==> src/rtl/cxc_map.vh <==
// Purpose: constants for the transceiver control block
// Assumes: 100 MHz aclk
// Notes:   offsets are byte addresses on the register bus
`ifndef CXC_MAP_VH
`define CXC_MAP_VH

// ==========================================
// timing
`define CXC_CLK_HZ          100000000
`define CXC_TIMEOUT_NS      1250000
// least time: round up to whole cycles
`define CXC_TIMEOUT_CYC     ((`CXC_TIMEOUT_NS * (`CXC_CLK_HZ / 1000000) + 999) / 1000)

// ==========================================
// register offsets
`define CXC_OFF_CTRL        8'h00
`define CXC_OFF_STATUS      8'h04
`define CXC_OFF_IRQ_STAT    8'h08
`define CXC_OFF_IRQ_MASK    8'h0C

// ==========================================
// ctrl fields
`define CXC_CTRL_LOOP_BIT   0
`define CXC_CTRL_RESET      1'h0

// ==========================================
// status fields
`define CXC_ST_MODE_LSB     0
`define CXC_ST_TIMEOUT_BIT  3
`define CXC_ST_THERM_BIT    4
`define CXC_ST_GATE_BIT     5
`define CXC_ST_DRIVE_BIT    6
`define CXC_ST_RX_BIT       7

// ==========================================
// event bits (irq status and mask)
`define CXC_EV_TIMEOUT      0
`define CXC_EV_THERM        1
`define CXC_EV_BROWNOUT     2
`define CXC_EV_WAKE         3
`define CXC_EV_W            4
`define CXC_MASK_RESET      4'h0

// ==========================================
// mode codes (one-hot)
`define CXC_MODE_HS         3'h1
`define CXC_MODE_SLOPE      3'h2
`define CXC_MODE_STBY       3'h4

`endif

==> src/rtl/cxc_sync.v <==
// Purpose: two-flop synchroniser for a bundle of level flags
// Assumes: flags change slowly compared with aclk
// Notes:   first stage feeds only the second stage
`timescale 1ns/10ps

module cxc_sync #(
  parameter W = 4
) (
  // clock and reset
  input  wire         aclk,
  input  wire         aresetn,
  input  wire         ce,
  // flags
  input  wire [W-1:0] d,
  input  wire [W-1:0] rst_val,
  output reg  [W-1:0] q
);

  reg [W-1:0] meta;

  always @(posedge aclk) begin
    if (!aresetn) begin
      // per-flag reset level, so a flag may come up already asserted
      meta <= rst_val;
      q    <= rst_val;
    end else if (ce) begin
      meta <= d;
      q    <= meta;
    end
  end

endmodule

==> src/rtl/cxc_top.v <==
// Purpose: digital control of a high-speed CAN bus transceiver
// Assumes: one clock, synchronous reset from power-good logic
// Notes:   bus levels are modelled as dominant flags, not voltages
`timescale 1ns/10ps
`include "cxc_map.vh"

module cxc_top #(
  parameter TIMEOUT_CYC = `CXC_TIMEOUT_CYC
) (
  // clock, reset, enable
  input  wire        aclk,
  input  wire        aresetn,
  input  wire        ce,
  // controller side
  input  wire        txd_in,
  input  wire        txd_connected,
  output reg         rxd_out,
  // mode select, decoded from the analog pin
  input  wire        slope_mode_select_hi,
  input  wire        slope_mode_select_mid,
  // analog flags
  input  wire        over_temp,
  input  wire        power_on_threshold,
  input  wire        brownout_threshold,
  // bus side
  input  wire        bus_dominant_in,
  output wire        bus_drive_dominant,
  output wire        bus_drive_oe,
  output reg         slope_fast,
  // axi4-lite write address / data / response
  input  wire [7:0]  s_axi_awaddr,
  input  wire        s_axi_awvalid,
  output wire        s_axi_awready,
  input  wire [31:0] s_axi_wdata,
  input  wire [3:0]  s_axi_wstrb,
  input  wire        s_axi_wvalid,
  output wire        s_axi_wready,
  output reg  [1:0]  s_axi_bresp,
  output reg         s_axi_bvalid,
  input  wire        s_axi_bready,
  // axi4-lite read
  input  wire [7:0]  s_axi_araddr,
  input  wire        s_axi_arvalid,
  output wire        s_axi_arready,
  output reg  [31:0] s_axi_rdata,
  output reg  [1:0]  s_axi_rresp,
  output reg         s_axi_rvalid,
  input  wire        s_axi_rready,
  // interrupt
  output wire        irq
);

  // ==========================================
  // mode state machine
  localparam ST_HS    = `CXC_MODE_HS;
  localparam ST_SLOPE = `CXC_MODE_SLOPE;
  localparam ST_STBY  = `CXC_MODE_STBY;

  function is_word;
    input [7:0] a;
    input [7:0] off;
    begin
      is_word = (a[7:2] == off[7:2]);
    end
  endfunction

  // ==========================================
  // synchronised flags
  wire [4:0] flags_q;
  wire       mode_hi;
  wire       mode_mid;
  wire       therm;
  wire       por_hi;
  wire       bo_lo;
  reg  [2:0] mode;
  reg  [2:0] next_mode;
  reg        gate_open;
  reg        wait_txd_high;
  reg        por_seen;
  reg        timed_out;
  reg  [17:0] to_cnt;
  reg        txd_prev;
  reg        loop_ctrl;
  reg  [3:0] irq_stat;
  reg  [3:0] irq_mask;
  reg        stby_prev;
  reg        bo_prev;
  reg        therm_prev;
  reg        to_prev;
  wire       txd;
  wire       drive_en;
  wire       bus_dom;

  cxc_sync #(
    .W (5)
  ) u_sync (
    .aclk    (aclk),
    .aresetn (aresetn),
    .ce      (ce),
    .d       ({brownout_threshold, power_on_threshold, over_temp,
               slope_mode_select_mid, slope_mode_select_hi}),
    .rst_val (5'h00),
    .q       (flags_q)
  );

  assign mode_hi  = flags_q[0];
  assign mode_mid = flags_q[1];
  assign therm    = flags_q[2];
  assign por_hi   = flags_q[3];
  assign bo_lo    = flags_q[4];

  assign txd = txd_connected ? txd_in : 1'b1;

  // ==========================================
  // mode decode
  // three-way select
  always @* begin
    case (1'b1)
      mode_hi:  next_mode = ST_STBY;
      mode_mid: next_mode = ST_SLOPE;
      default:  next_mode = ST_HS;
    endcase
  end

  always @(posedge aclk) begin
    if (!aresetn) begin
      mode       <= ST_HS;
      slope_fast <= 1'b1;
    end else if (ce) begin
      mode       <= next_mode;
      slope_fast <= (next_mode == ST_HS);
    end
  end

  // ==========================================
  // power gating
  always @(posedge aclk) begin
    if (!aresetn) begin
      gate_open     <= 1'b0;
      wait_txd_high <= 1'b0;
      por_seen      <= 1'b0;
    end else if (ce) begin
      if (bo_lo) begin
        gate_open <= 1'b0;
        por_seen  <= 1'b0;
      end else if (por_hi && !por_seen) begin
        por_seen      <= 1'b1;
        wait_txd_high <= !txd;
        gate_open     <= txd;
      end else if (por_seen && wait_txd_high && txd) begin
        wait_txd_high <= 1'b0;
        gate_open     <= 1'b1;
      end
    end
  end

  // ==========================================
  // dominant timeout
  always @(posedge aclk) begin
    if (!aresetn) begin
      to_cnt    <= 18'h00000;
      timed_out <= 1'b0;
      txd_prev  <= 1'b1;
    end else if (ce) begin
      txd_prev <= txd;
      if (txd && !txd_prev) begin
        to_cnt    <= 18'h00000;
        timed_out <= 1'b0;
      end else if (txd) begin
        to_cnt <= 18'h00000;
      end else if (!timed_out) begin
        if (to_cnt >= TIMEOUT_CYC[17:0] - 18'h00001)
          timed_out <= 1'b1;
        else
          to_cnt <= to_cnt + 18'h00001;
      end
    end
  end

  // ==========================================
  // drivers and receiver
  // and of all enables
  assign drive_en = gate_open && !therm && (mode != ST_STBY) && !timed_out && !txd;

  assign bus_drive_dominant = drive_en;
  assign bus_drive_oe       = drive_en;

  assign bus_dom = bus_dominant_in | drive_en;

  always @(posedge aclk) begin
    if (!aresetn)
      rxd_out <= 1'b1;
    else if (ce)
      rxd_out <= loop_ctrl ? txd : !bus_dom;
  end

  // ==========================================
  // register bus
  reg        aw_held;
  reg        w_held;
  reg [7:0]  aw_addr;
  reg [31:0] w_data;
  reg [3:0]  w_strb;
  wire       do_write;
  wire [3:0] ev;
  wire [31:0] status_word;

  assign s_axi_awready = !aw_held && !s_axi_bvalid;
  assign s_axi_wready  = !w_held && !s_axi_bvalid;
  assign s_axi_arready = !s_axi_rvalid;
  assign do_write      = aw_held && w_held && !s_axi_bvalid;

  // events: wake is bus activity seen in standby
  assign ev[`CXC_EV_TIMEOUT]  = timed_out && !to_prev;
  assign ev[`CXC_EV_THERM]    = therm && !therm_prev;
  assign ev[`CXC_EV_BROWNOUT] = bo_lo && !bo_prev;
  assign ev[`CXC_EV_WAKE]     = stby_prev && bus_dom;
  assign irq = |(irq_stat & irq_mask);

  assign status_word = {24'h000000, rxd_out, drive_en, gate_open, therm,
                        timed_out, mode};

  always @(posedge aclk) begin
    if (!aresetn) begin
      aw_held      <= 1'b0;
      w_held       <= 1'b0;
      aw_addr      <= 8'h00;
      w_data       <= 32'h00000000;
      w_strb       <= 4'h0;
      s_axi_bvalid <= 1'b0;
      s_axi_bresp  <= 2'h0;
      s_axi_rvalid <= 1'b0;
      s_axi_rresp  <= 2'h0;
      s_axi_rdata  <= 32'h00000000;
      loop_ctrl    <= `CXC_CTRL_RESET;
      irq_stat     <= 4'h0;
      irq_mask     <= `CXC_MASK_RESET;
      stby_prev    <= 1'b0;
      bo_prev      <= 1'b0;
      therm_prev   <= 1'b0;
      to_prev      <= 1'b0;
    end else if (ce) begin
      stby_prev  <= (mode == ST_STBY);
      bo_prev    <= bo_lo;
      therm_prev <= therm;
      to_prev    <= timed_out;
      if (s_axi_awvalid && s_axi_awready) begin
        aw_held <= 1'b1;
        aw_addr <= s_axi_awaddr;
      end
      if (s_axi_wvalid && s_axi_wready) begin
        w_held <= 1'b1;
        w_data <= s_axi_wdata;
        w_strb <= s_axi_wstrb;
      end
      // set wins over write-one-to-clear
      irq_stat <= irq_stat | ev;
      if (do_write) begin
        aw_held      <= 1'b0;
        w_held       <= 1'b0;
        s_axi_bvalid <= 1'b1;
        s_axi_bresp  <= 2'h0;
        if (is_word(aw_addr, `CXC_OFF_CTRL)) begin
          if (w_strb[0])
            loop_ctrl <= w_data[`CXC_CTRL_LOOP_BIT];
        end else if (is_word(aw_addr, `CXC_OFF_IRQ_STAT)) begin
          if (w_strb[0])
            irq_stat <= (irq_stat & ~w_data[3:0]) | ev;
        end else if (is_word(aw_addr, `CXC_OFF_IRQ_MASK)) begin
          if (w_strb[0])
            irq_mask <= w_data[3:0];
        end else if (!is_word(aw_addr, `CXC_OFF_STATUS)) begin
          s_axi_bresp <= 2'h2;
        end
      end else if (s_axi_bvalid && s_axi_bready) begin
        s_axi_bvalid <= 1'b0;
      end
      if (s_axi_arvalid && s_axi_arready) begin
        s_axi_rvalid <= 1'b1;
        s_axi_rresp  <= 2'h0;
        if (is_word(s_axi_araddr, `CXC_OFF_CTRL))
          s_axi_rdata <= {31'h00000000, loop_ctrl};
        else if (is_word(s_axi_araddr, `CXC_OFF_STATUS))
          s_axi_rdata <= status_word;
        else if (is_word(s_axi_araddr, `CXC_OFF_IRQ_STAT))
          s_axi_rdata <= {28'h0000000, irq_stat};
        else if (is_word(s_axi_araddr, `CXC_OFF_IRQ_MASK))
          s_axi_rdata <= {28'h0000000, irq_mask};
        else begin
          s_axi_rdata <= 32'h00000000;
          s_axi_rresp <= 2'h2;
        end
      end else if (s_axi_rvalid && s_axi_rready) begin
        s_axi_rvalid <= 1'b0;
      end
    end
  end

endmodule

==> config.mk <==
export PLATFORM = sky130hd
export DESIGN_NAME = cxc_top
export DESIGN_NICKNAME = d
export VERILOG_FILES = /design/src/rtl/cxc_sync.v /design/src/rtl/cxc_top.v
export VERILOG_INCLUDE_DIRS = /design/src /design/src/rtl
export SDC_FILE = /design/constraint.sdc
export NUM_CORES = 1
export LEC_CHECK = 0
export BUFFER_PORTS_ARGS = -buffer_cell sky130_fd_sc_hd__buf_2
export CAP_MARGIN = 20
export CORE_UTILIZATION = 45
export DETAILED_ROUTE_END_ITERATION = 10
export PLACE_DENSITY = 0.71
export SLEW_MARGIN = 20
export SYNTH_ARGS = -nofsm -noshare
export SYNTH_HDL_FRONTEND = slang
export SYNTH_HIERARCHICAL = 1
export SYNTH_SLANG_ARGS = --single-unit
==> constraint.sdc <==
create_clock -name aclk -period 2.3 [get_ports aclk]
set_input_delay 0.345 -clock aclk [delete_from_list [all_inputs] [get_ports aclk]]
set_output_delay 0.345 -clock aclk [all_outputs]
set_load 0.02 [all_outputs]
[Word-level counts from Yosys, hierarchy flattened]
Cells that the tools add are included.
Storage, ports and cells
  register bits: 104
  output and inout port bits: 46
  logic and storage cells: 153
Operators by class
  add/subtract/negate cells: 1
  order comparisons: 1
  eq/ne operators: 12
  muxes and demuxes: 43
  bitwise gates (word level): 9
  reductions and logical operators: 59
Operators by type and width (count)
  2-to-1 mux 18 bit: 4
  == test 6 x 2 -> 1 bit (second input constant): 4
  2-to-1 mux 4 bit: 6
  AND reduction 2 bit: 11
  logical AND 1 bit: 21
  2-to-1 mux 1 bit: 21
  adder 18 x 1 -> 18 bit (second input constant): 1
  greater-or-equal comparator 18 x 17 -> 1 bit (second input constant): 1
  2-to-1 mux 2 bit: 9
  2-to-1 mux 8 bit: 2
  zero test 1 bit: 13
  == test 6 x 1 -> 1 bit (second input constant): 2
  zero test 6 bit: 2
  nonzero test 2 bit: 6
  AND 4 bit: 2
  OR 4 bit: 2
  inequality test 3 bit (second input constant): 2
  AND reduction 3 bit: 2
  AND reduction 6 bit: 1
  NOT 4 bit: 1
  AND reduction 4 bit: 1
  OR reduction 4 bit: 1
  == test 3 x 1 -> 1 bit (second input constant): 1
  == test 3 bit (second input constant): 1
  6 further kinds: 8

[Logic depth before layout (Yosys ltp)]
Gate-level depths: netlist (run 1).
  word-level depth: 12
  mapped depth: 8
  mapped depth without buffers: 6

[Cells and area by module]
Netlist (run 1), hierarchy kept.
By module, submodules not included
  cxc_top: instances 1, cells each 380, area an instance 3368.2 µm², sequential area each 1301.2 µm²
  cxc_sync: instances 1, cells each 22, area an instance 464.2 µm², sequential area each 300.3 µm²

[Worst setup path after synthesis (run 1)]
Ideal clock, no wire load.
  path type: reg-to-output
  start: register mode[0]
  end: output port bus_drive_oe
  arrival: 1806 ps
  required time: 1955 ps
  path slack: 149 ps
  stages on the path, launching flop included: 4
  path buffers: 1
  path through: dfxtp_1 -> nor3b_1 -> nor4_1 -> buf_4
On the way
  word-level cells in the longest chain between the ends: 4
RTL lines
  start, declared: RTL line cxc_top.v:75  | reg [2:0] mode;
  start signal, assigned: RTL line cxc_top.v:130  | mode <= next_mode;
  inequality test 3 bit: RTL line cxc_top.v:183  | assign drive_en = gate_open && !therm && (mode != ST_STBY) && !timed_out && !txd;
  logical AND 1 bit (3 in series): RTL line cxc_top.v:183
  end, declared: RTL line cxc_top.v:28  | output wire bus_drive_oe,
Every way passes these cells.

[Final worst setup path (run 1)]
  start: register to_cnt[3]
  end: register to_cnt[8]
On the way
  word-level cells in the longest chain between the ends: 5
RTL lines
  start, declared: RTL line cxc_top.v:81  | reg [17:0] to_cnt;
  start signal, assigned: RTL line cxc_top.v:175  | to_cnt <= to_cnt + 18'h00001;
  adder 18 x 1 -> 18 bit: RTL line cxc_top.v:175
  2-to-1 mux 18 bit: RTL line cxc_top.v:172  | if (to_cnt >= TIMEOUT_CYC[17:0] - 18'h00001)
  2-to-1 mux 18 bit: RTL line cxc_top.v:171  | end else if (!timed_out) begin
  2-to-1 mux 18 bit: RTL line cxc_top.v:169  | end else if (txd) begin
  2-to-1 mux 18 bit: RTL line cxc_top.v:166  | if (txd && !txd_prev) begin
Parallel ways exist; a longest one is shown, timed or not. The select of a mux whose other input is x is not followed.
A chain may end at the register's enable or synchronous reset.

==> results_dict.tcl, run 1 <==
set metrics [dict create \
    p_leak_nw 1.76 \
    die_h_um 94.3 \
    grt_antenna_before_repair 0 \
    tritoncts "yes" \
    synth_largest_area_cell "sky130_fd_sc_hd__dfxtp_1" \
    maxSlewViolCount 0 \
    min_path_cells 3 \
    final.setup.tns_ns 0 \
    largest_vdd_supply_drop_uv 372 \
    grt_first_pass_wirelength_um 12700 \
    setup_viol 0 \
    firstDrtPassIters 4 \
    critical_path.startpoint_type "flop" \
    post_place_setup_slack_ns 0.255 \
    detailedRoute.firstIterationViolations 133 \
    ys_top_cells_by_area "sky130_fd_sc_hd__dfxtp_1 (34%), sky130_fd_sc_hd__edfxtp_1 (7.8%), sky130_fd_sc_hd__mux2i_1 (6.3%)" \
    port_buffers 52 \
    worstPathArrival_ns 2.37 \
    antennaDiodeCount 0 \
    tightest_slew_ns 0.630 \
    ys_dominant_reg_cell "sky130_fd_sc_hd__dfxtp_1" \
    fin_hold_ws_ns 0.254 \
    syn_area_sq_um 3830 \
    critical_path.reg2reg.startpoint "to_cnt[3]" \
    final_routed_wirelength_um 7440 \
    ios 114 \
    post_synth.cell_area_avg_sq_um 9.53 \
    yosysUniqueCellTypes 59 \
    worst_r2r_path_depth 5 \
    ys_ff_latch 75 \
    cts-root-to-sink-buffers 2 \
    power_per_cell_area_nw_per_um2 648 \
    ys_seq_area_frac 0.418 \
    cts_hold_buf 0 \
    grt_setup_unrepaired "no" \
    nets 533 \
    run_status "finished clean" \
    grt_usage 0.183 \
    cts_inserted_buffers 9 \
    initial_utilization 0.466 \
    hold-path-endpoint "w_data[1]" \
    worst_hold_path_type "in -> reg" \
    grt_start_max_net_pins 33 \
    drive_above_1_share 0.194 \
    critPathMaxFanout 28 \
    chipWidth_um 94.3 \
    via_count_of_the_first_global_routing_pass 2755 \
    fmax_mhz 476 \
    worstHoldStart "s_axi_wdata[1]" \
    synth.yosys.warnings 6 \
    synth-edff-count 10 \
    final_antenna_net_count 0 \
    clock_latency_ns 0.35 \
    worst_rel_slew_slack 0.576 \
    post-cts-setup-buffers 0 \
    timing.max_cap.violations 0 \
    hold_violations 0 \
    synth_commonest_cells "sky130_fd_sc_hd__dfxtp_1 (65), sky130_fd_sc_hd__nand2_1 (41), sky130_fd_sc_hd__buf_4 (27)" \
    number_of_standard_cell_rows_in_the_floorplan 33 \
    groute.layer.met1.usage 0.238 \
    clkTransAtPathRegs_ns 0.08 \
    cts_root_buffer "sky130_fd_sc_hd__clkbuf_8" \
    fp.coreArea_sq_um 8220 \
    cts-htree-levels 3 \
    area.growth.synth_to_final_pct 13.3 \
    wl_per_cell_um 13.0 \
    postSynthCellCount 402 \
    n_fill_cell 757 \
    post-route-period-util 0.912 \
    detail_route.drc_violations 0 \
    worst_setup_path_end_kind "flop" \
    clk_skew_ns 0.00711 \
    timing.final.crit_period_ns 2.10 \
    crit_type "reg -> reg" \
    grt_use_met3 0.0615 \
    regToRegSetupSlack_ns 0.20 \
    routed_via_density 5.23 \
    synth-async-reset-ratio 0 \
    cts_resized 0 \
    die_area_sq_um 8890 \
    vias 3000 \
    grt_busiest_layer "met2" \
    gp_congestion 0.851 \
    timing.rr.end "to_cnt[8]" \
    post-synth-top-area-fraction 0.340 \
    overflow 0 \
    most_frequently_used_cell_type_in_the_post_synthesis_netlist "sky130_fd_sc_hd__dfxtp_1" \
    detailedPlacementHpwl_um 5350 \
    globalRouteMet2Util 0.291 \
    critPathRequiredTime_ns 2.57 \
    post-route-worst-setup-slack_ns 0.201 \
    clkSinkCount 75 \
]
-- routing by layer --
metal	part of all wire	wire (um)	vias to the layer above
li1	-	-	1529
met1	0.47	3530	1392
met2	0.47	3500	73
met3	0.045	337	6
met4	0.0097	72	0
met5	0	0	-
-- final cells by class --
type	count	area, sq um	area share
multi-input combinational	313	2040	0.470
clock buffer	10	128	0.0294
sequential	75	1600	0.369
timing repair buffer	61	340	0.0784
tap	105	131	0.0303
inverter	4	15.0	0.00346
clock inverter	6	87.6	0.0202
-- critical path, stage by stage (launching register included) --
cell	delay, ns
sky130_fd_sc_hd__dfxtp_1	0.37
sky130_fd_sc_hd__nor3_1	0.33
sky130_fd_sc_hd__nand3_1	0.15
sky130_fd_sc_hd__a211o_2	0.50
sky130_fd_sc_hd__or4_1	0.52
sky130_fd_sc_hd__a21oi_1	0.16
-- cells by family (layout without fill, tap and decap cells) --
logic type               after synthesis  after routing  share of synthesized area
flip-flops                            75             75                      0.418
adder cells (fa/ha/maj)                1              1                    0.00326
multiplexers                          35             35                      0.107
AND/OR/NAND/NOR                      164            164                      0.241
buffers and inverters                 49             81                     0.0842
AO/OA/AOI/OAI                         77             77                      0.146
other                                  1             36                   0.000978
-- state kept, by name, indices dropped and copies added (netlist names), 4 cells and up --
| signal | flops |
|---|---|
| u_sync/meta | 5 |
| irq_stat | 4 |
| aw_addr | 6 |
| irq_mask | 4 |
| s_axi_rdata | 8 |
| u_sync/q | 5 |
| w_data | 4 |
| to_cnt | 18 |
-- power by group --
| group | switching, mW | internal, mW | total, mW | leakage (nW) |
|---|---|---|---|---|
| registers | 0.0346 | 1.38 | 1.42 | 0.630 |
| clock network | 0.500 | 0.614 | 1.11 | 0.107 |
| logic | 0.163 | 0.120 | 0.284 | 1.02 |
-- worst max path at each step --
stage                            from                 end  cells after the start
after floorplan               mode[0]        bus_drive_oe                      3
after CTS                 u_sync/q[2]  bus_drive_dominant                      3
after global placement     to_cnt[10]          to_cnt[12]                      5
after detailed placement   to_cnt[10]           to_cnt[4]                      5
after global routing       to_cnt[10]           to_cnt[4]                      5
final                       to_cnt[3]           to_cnt[8]                      5
-- cell usage in the layout (no fill, tap or decap), types with 3 or more instances in the layout --
cell type | Yosys | routed
sky130_fd_sc_hd__nor2_1 | 18 | 18
sky130_fd_sc_hd__dfxtp_1 | 65 | 65
sky130_fd_sc_hd__nor2b_1 | 26 | 26
sky130_fd_sc_hd__a21boi_0 | 15 | 15
sky130_fd_sc_hd__inv_1 | 4 | 4
sky130_fd_sc_hd__and3_1 | 6 | 6
sky130_fd_sc_hd__mux2i_1 | 24 | 24
sky130_fd_sc_hd__nand4_1 | 5 | 5
sky130_fd_sc_hd__o31a_1 | 3 | 3
sky130_fd_sc_hd__nand3_1 | 12 | 12
sky130_fd_sc_hd__nand2_1 | 41 | 41
sky130_fd_sc_hd__a21oi_1 | 10 | 10
sky130_fd_sc_hd__nor3_1 | 8 | 8
sky130_fd_sc_hd__a21o_1 | 5 | 5
sky130_fd_sc_hd__clkbuf_8 | 0 | 9
sky130_fd_sc_hd__conb_1 | 1 | 36
sky130_fd_sc_hd__and4_1 | 4 | 4
sky130_fd_sc_hd__nor4_1 | 6 | 6
sky130_fd_sc_hd__buf_2 | 2 | 52
sky130_fd_sc_hd__nand2b_1 | 11 | 11
sky130_fd_sc_hd__nor3b_1 | 4 | 4
sky130_fd_sc_hd__o21ai_0 | 8 | 8
sky130_fd_sc_hd__mux2_4 | 9 | 9
sky130_fd_sc_hd__o21a_1 | 6 | 6
sky130_fd_sc_hd__buf_4 | 27 | 8
sky130_fd_sc_hd__or4_1 | 9 | 9
sky130_fd_sc_hd__a22oi_1 | 3 | 3
sky130_fd_sc_hd__edfxtp_1 | 10 | 10
sky130_fd_sc_hd__o31ai_1 | 7 | 7
sky130_fd_sc_hd__o221ai_1 | 3 | 3
-- per-stage QoR --
| step | instance area (sq um) | power, mW | std cells | util |
|---|---|---|---|---|
| 2_1_floorplan | 3960 | 1.68 | 437 | - |
| 3_3_place_gp | 4130 | 1.72 | 558 | 0.502 |
| 3_5_place_dp | 4130 | 1.73 | 558 | 0.502 |
| 4_1_cts | 4340 | 2.85 | 574 | 0.529 |
| 5_1_grt | 4340 | 2.95 | 574 | 0.529 |
| 6_report | 4340 | 2.81 | 574 | 0.529 |
No activity file was read; power rests on OpenSTA's default activity.
==> inputs of run 2 (changes only) <==
--- a/config.mk
+++ b/config.mk
@@ -11,6 +11,7 @@
 export CORE_UTILIZATION = 45
 export DETAILED_ROUTE_END_ITERATION = 10
 export PLACE_DENSITY = 0.71
+export REMOVE_ABC_BUFFERS = 1
 export SLEW_MARGIN = 20
 export SYNTH_ARGS = -nofsm -noshare
 export SYNTH_HDL_FRONTEND = slang
==> constraint.sdc (replaced) <==
create_clock -name aclk -period 2.3 [get_ports aclk]
set_input_delay 0.46 -clock aclk [delete_from_list [all_inputs] [get_ports aclk]]
set_output_delay 0.46 -clock aclk [all_outputs]
set_load 0.02 [all_outputs]
==> results_dict.tcl, run 2 (synthesis results as in run 1) <==
set metrics [dict create \
    die_area_sq_um 8890 \
    power_per_cell_area_nw_per_um2 623 \
    grt_antenna_before_repair 0 \
    p_leak_nw 1.76 \
    fin_total_pwr_mw 2.69 \
    worst_rel_slew_slack 0.621 \
    gp_congestion 0.832 \
    cts-htree-levels 3 \
    tightest_slew_ns 0.566 \
    antennaDiodeCount 0 \
    final_routed_wirelength_um 7810 \
    routed_via_density 5.36 \
    clk_skew_ns 0.0114 \
    dpl.cell_count 561 \
    drive_above_1_share 0.195 \
    grt_usage 0.188 \
    number_of_standard_cell_rows_in_the_floorplan 33 \
    via_count_of_the_first_global_routing_pass 2853 \
    timing.final.crit_period_ns 2.12 \
    worst_hold_path_type "in -> reg" \
    critPathRequiredTime_ns 2.53 \
    die_h_um 94.3 \
    critical_path.startpoint_type "flop" \
    cpPeakStageDelay_ns 0.52 \
    wl_per_cell_um 13.6 \
    crit_start "to_cnt[10]" \
    top_register "to_cnt" \
    largest_reg_flops 18 \
    commonest_non_fill_non_tap_cells_in_the_layout "sky130_fd_sc_hd__dfxtp_1 (65), sky130_fd_sc_hd__buf_2 (52), sky130_fd_sc_hd__nand2_1 (41)" \
    detailedRoute.firstIterationViolations 219 \
    port_buffers 52 \
    worstPathArrival_ns 2.35 \
    critical_path.reg2reg.startpoint "to_cnt[10]" \
    post-cts-setup-buffers 0 \
    final_antenna_net_count 0 \
    setup_viol 0 \
    fp.coreArea_sq_um 8220 \
    cts-root-to-sink-buffers 2 \
    critical_path.top_delay_family "simple AND/OR/NAND/NOR gates" \
    run_status "finished clean" \
    nets 536 \
    firstDrtPassIters 4 \
    overflow 0 \
    worstHoldStart "s_axi_wdata[2]" \
    detailedPlacementHpwl_um 5670 \
    cts_root_buffer "sky130_fd_sc_hd__clkbuf_8" \
    post-route-period-util 0.923 \
    cts_hold_buf 0 \
    initial_utilization 0.466 \
    cp.buffers_inverters 0 \
    grt_first_pass_wirelength_um 13200 \
    critPathMaxFanout 28 \
    maxSlewViolCount 0 \
    list_of_cells_traversed_by_the_critical_path "or4b_1, nor3_1, a211o_2, nor4_1, o31a_1" \
    clkSinkCount 75 \
    ios 114 \
    layout.cells.most_common "sky130_fd_sc_hd__dfxtp_1" \
    worst_setup_path_end_kind "flop" \
    final_cells 576 \
    grt_setup_unrepaired "no" \
    hold_violations 0 \
    chipWidth_um 94.3 \
    vias 3090 \
    largest_vdd_supply_drop_uv 313 \
    fmax_mhz 471 \
    detail_route.drc_violations 0 \
    grt_start_max_net_pins 29 \
    crit_slowest_cell "sky130_fd_sc_hd__or4b_1" \
    tritoncts "yes" \
    finish.utilization 0.526 \
    crit_type "reg -> reg" \
    layout_top_registers "to_cnt: 18 flops, s_axi_rdata: 8 flops, aw_addr: 6 flops" \
    cts_resized 0 \
    cts_inserted_buffers 9 \
    area.growth.synth_to_final_pct 12.8 \
    clkTransAtPathRegs_ns 0.07 \
    timing.max_cap.violations 0 \
    clock_latency_ns 0.34 \
]
run 2: metal layers:
layer	track usage	wire length, um	up-vias
met5	0	0	-
met4	0.0641	92	0
met3	0.0348	363	11
met2	0.311	3800	81
met1	0.244	3550	1477
li1	-	-	1521
run 2: worst min-delay path: stages:
cell and delay (ns):
sky130_fd_sc_hd__buf_2 0.07, sky130_fd_sc_hd__mux2i_1 0.06, sky130_fd_sc_hd__nor2b_1 0.09
run 2: where the power goes:
group / internal, mW / switching [mW]
Combinational: 0.120 / 0.164
Clock: 0.523 / 0.466
Sequential: 1.38 / 0.0364
Total: 2.02 / 0.666
run 2: cell type report:
| class | count | area [sq um] |
|---|---|---|
| Clock buffer | 12 | 145 |
| Multi-Input combinational cell | 313 | 2040 |
| Timing Repair Buffer | 64 | 350 |
| Clock inverter | 3 | 40.0 |
| Inverter | 4 | 15.0 |
| Tap cell | 105 | 131 |
| Sequential cell | 75 | 1600 |
| Fill cell | 760 | 3890 |
run 2: worst paths after layout:
check	end	slack, ns	cells past startpoint
max	to_cnt[12]	0.18	5
min reg2reg	s_axi_rdata[7]	0.46	2
max reg2reg	to_cnt[12]	0.18	5
min	w_data[2]	0.38	3
run 2: metrics by stage:
stage                     worst slack, ns  hold slack (ns)  TNS (ns)  cell area (sq um)
after floorplan                    -0.299            0.441     -1.16               3660
after global placement              0.257            0.452         0               4140
after detailed placement            0.211            0.454         0               4140
after CTS                           0.178            0.375         0               4320
after global routing               0.0124            0.403         0               4320
final                               0.177            0.380         0               4320
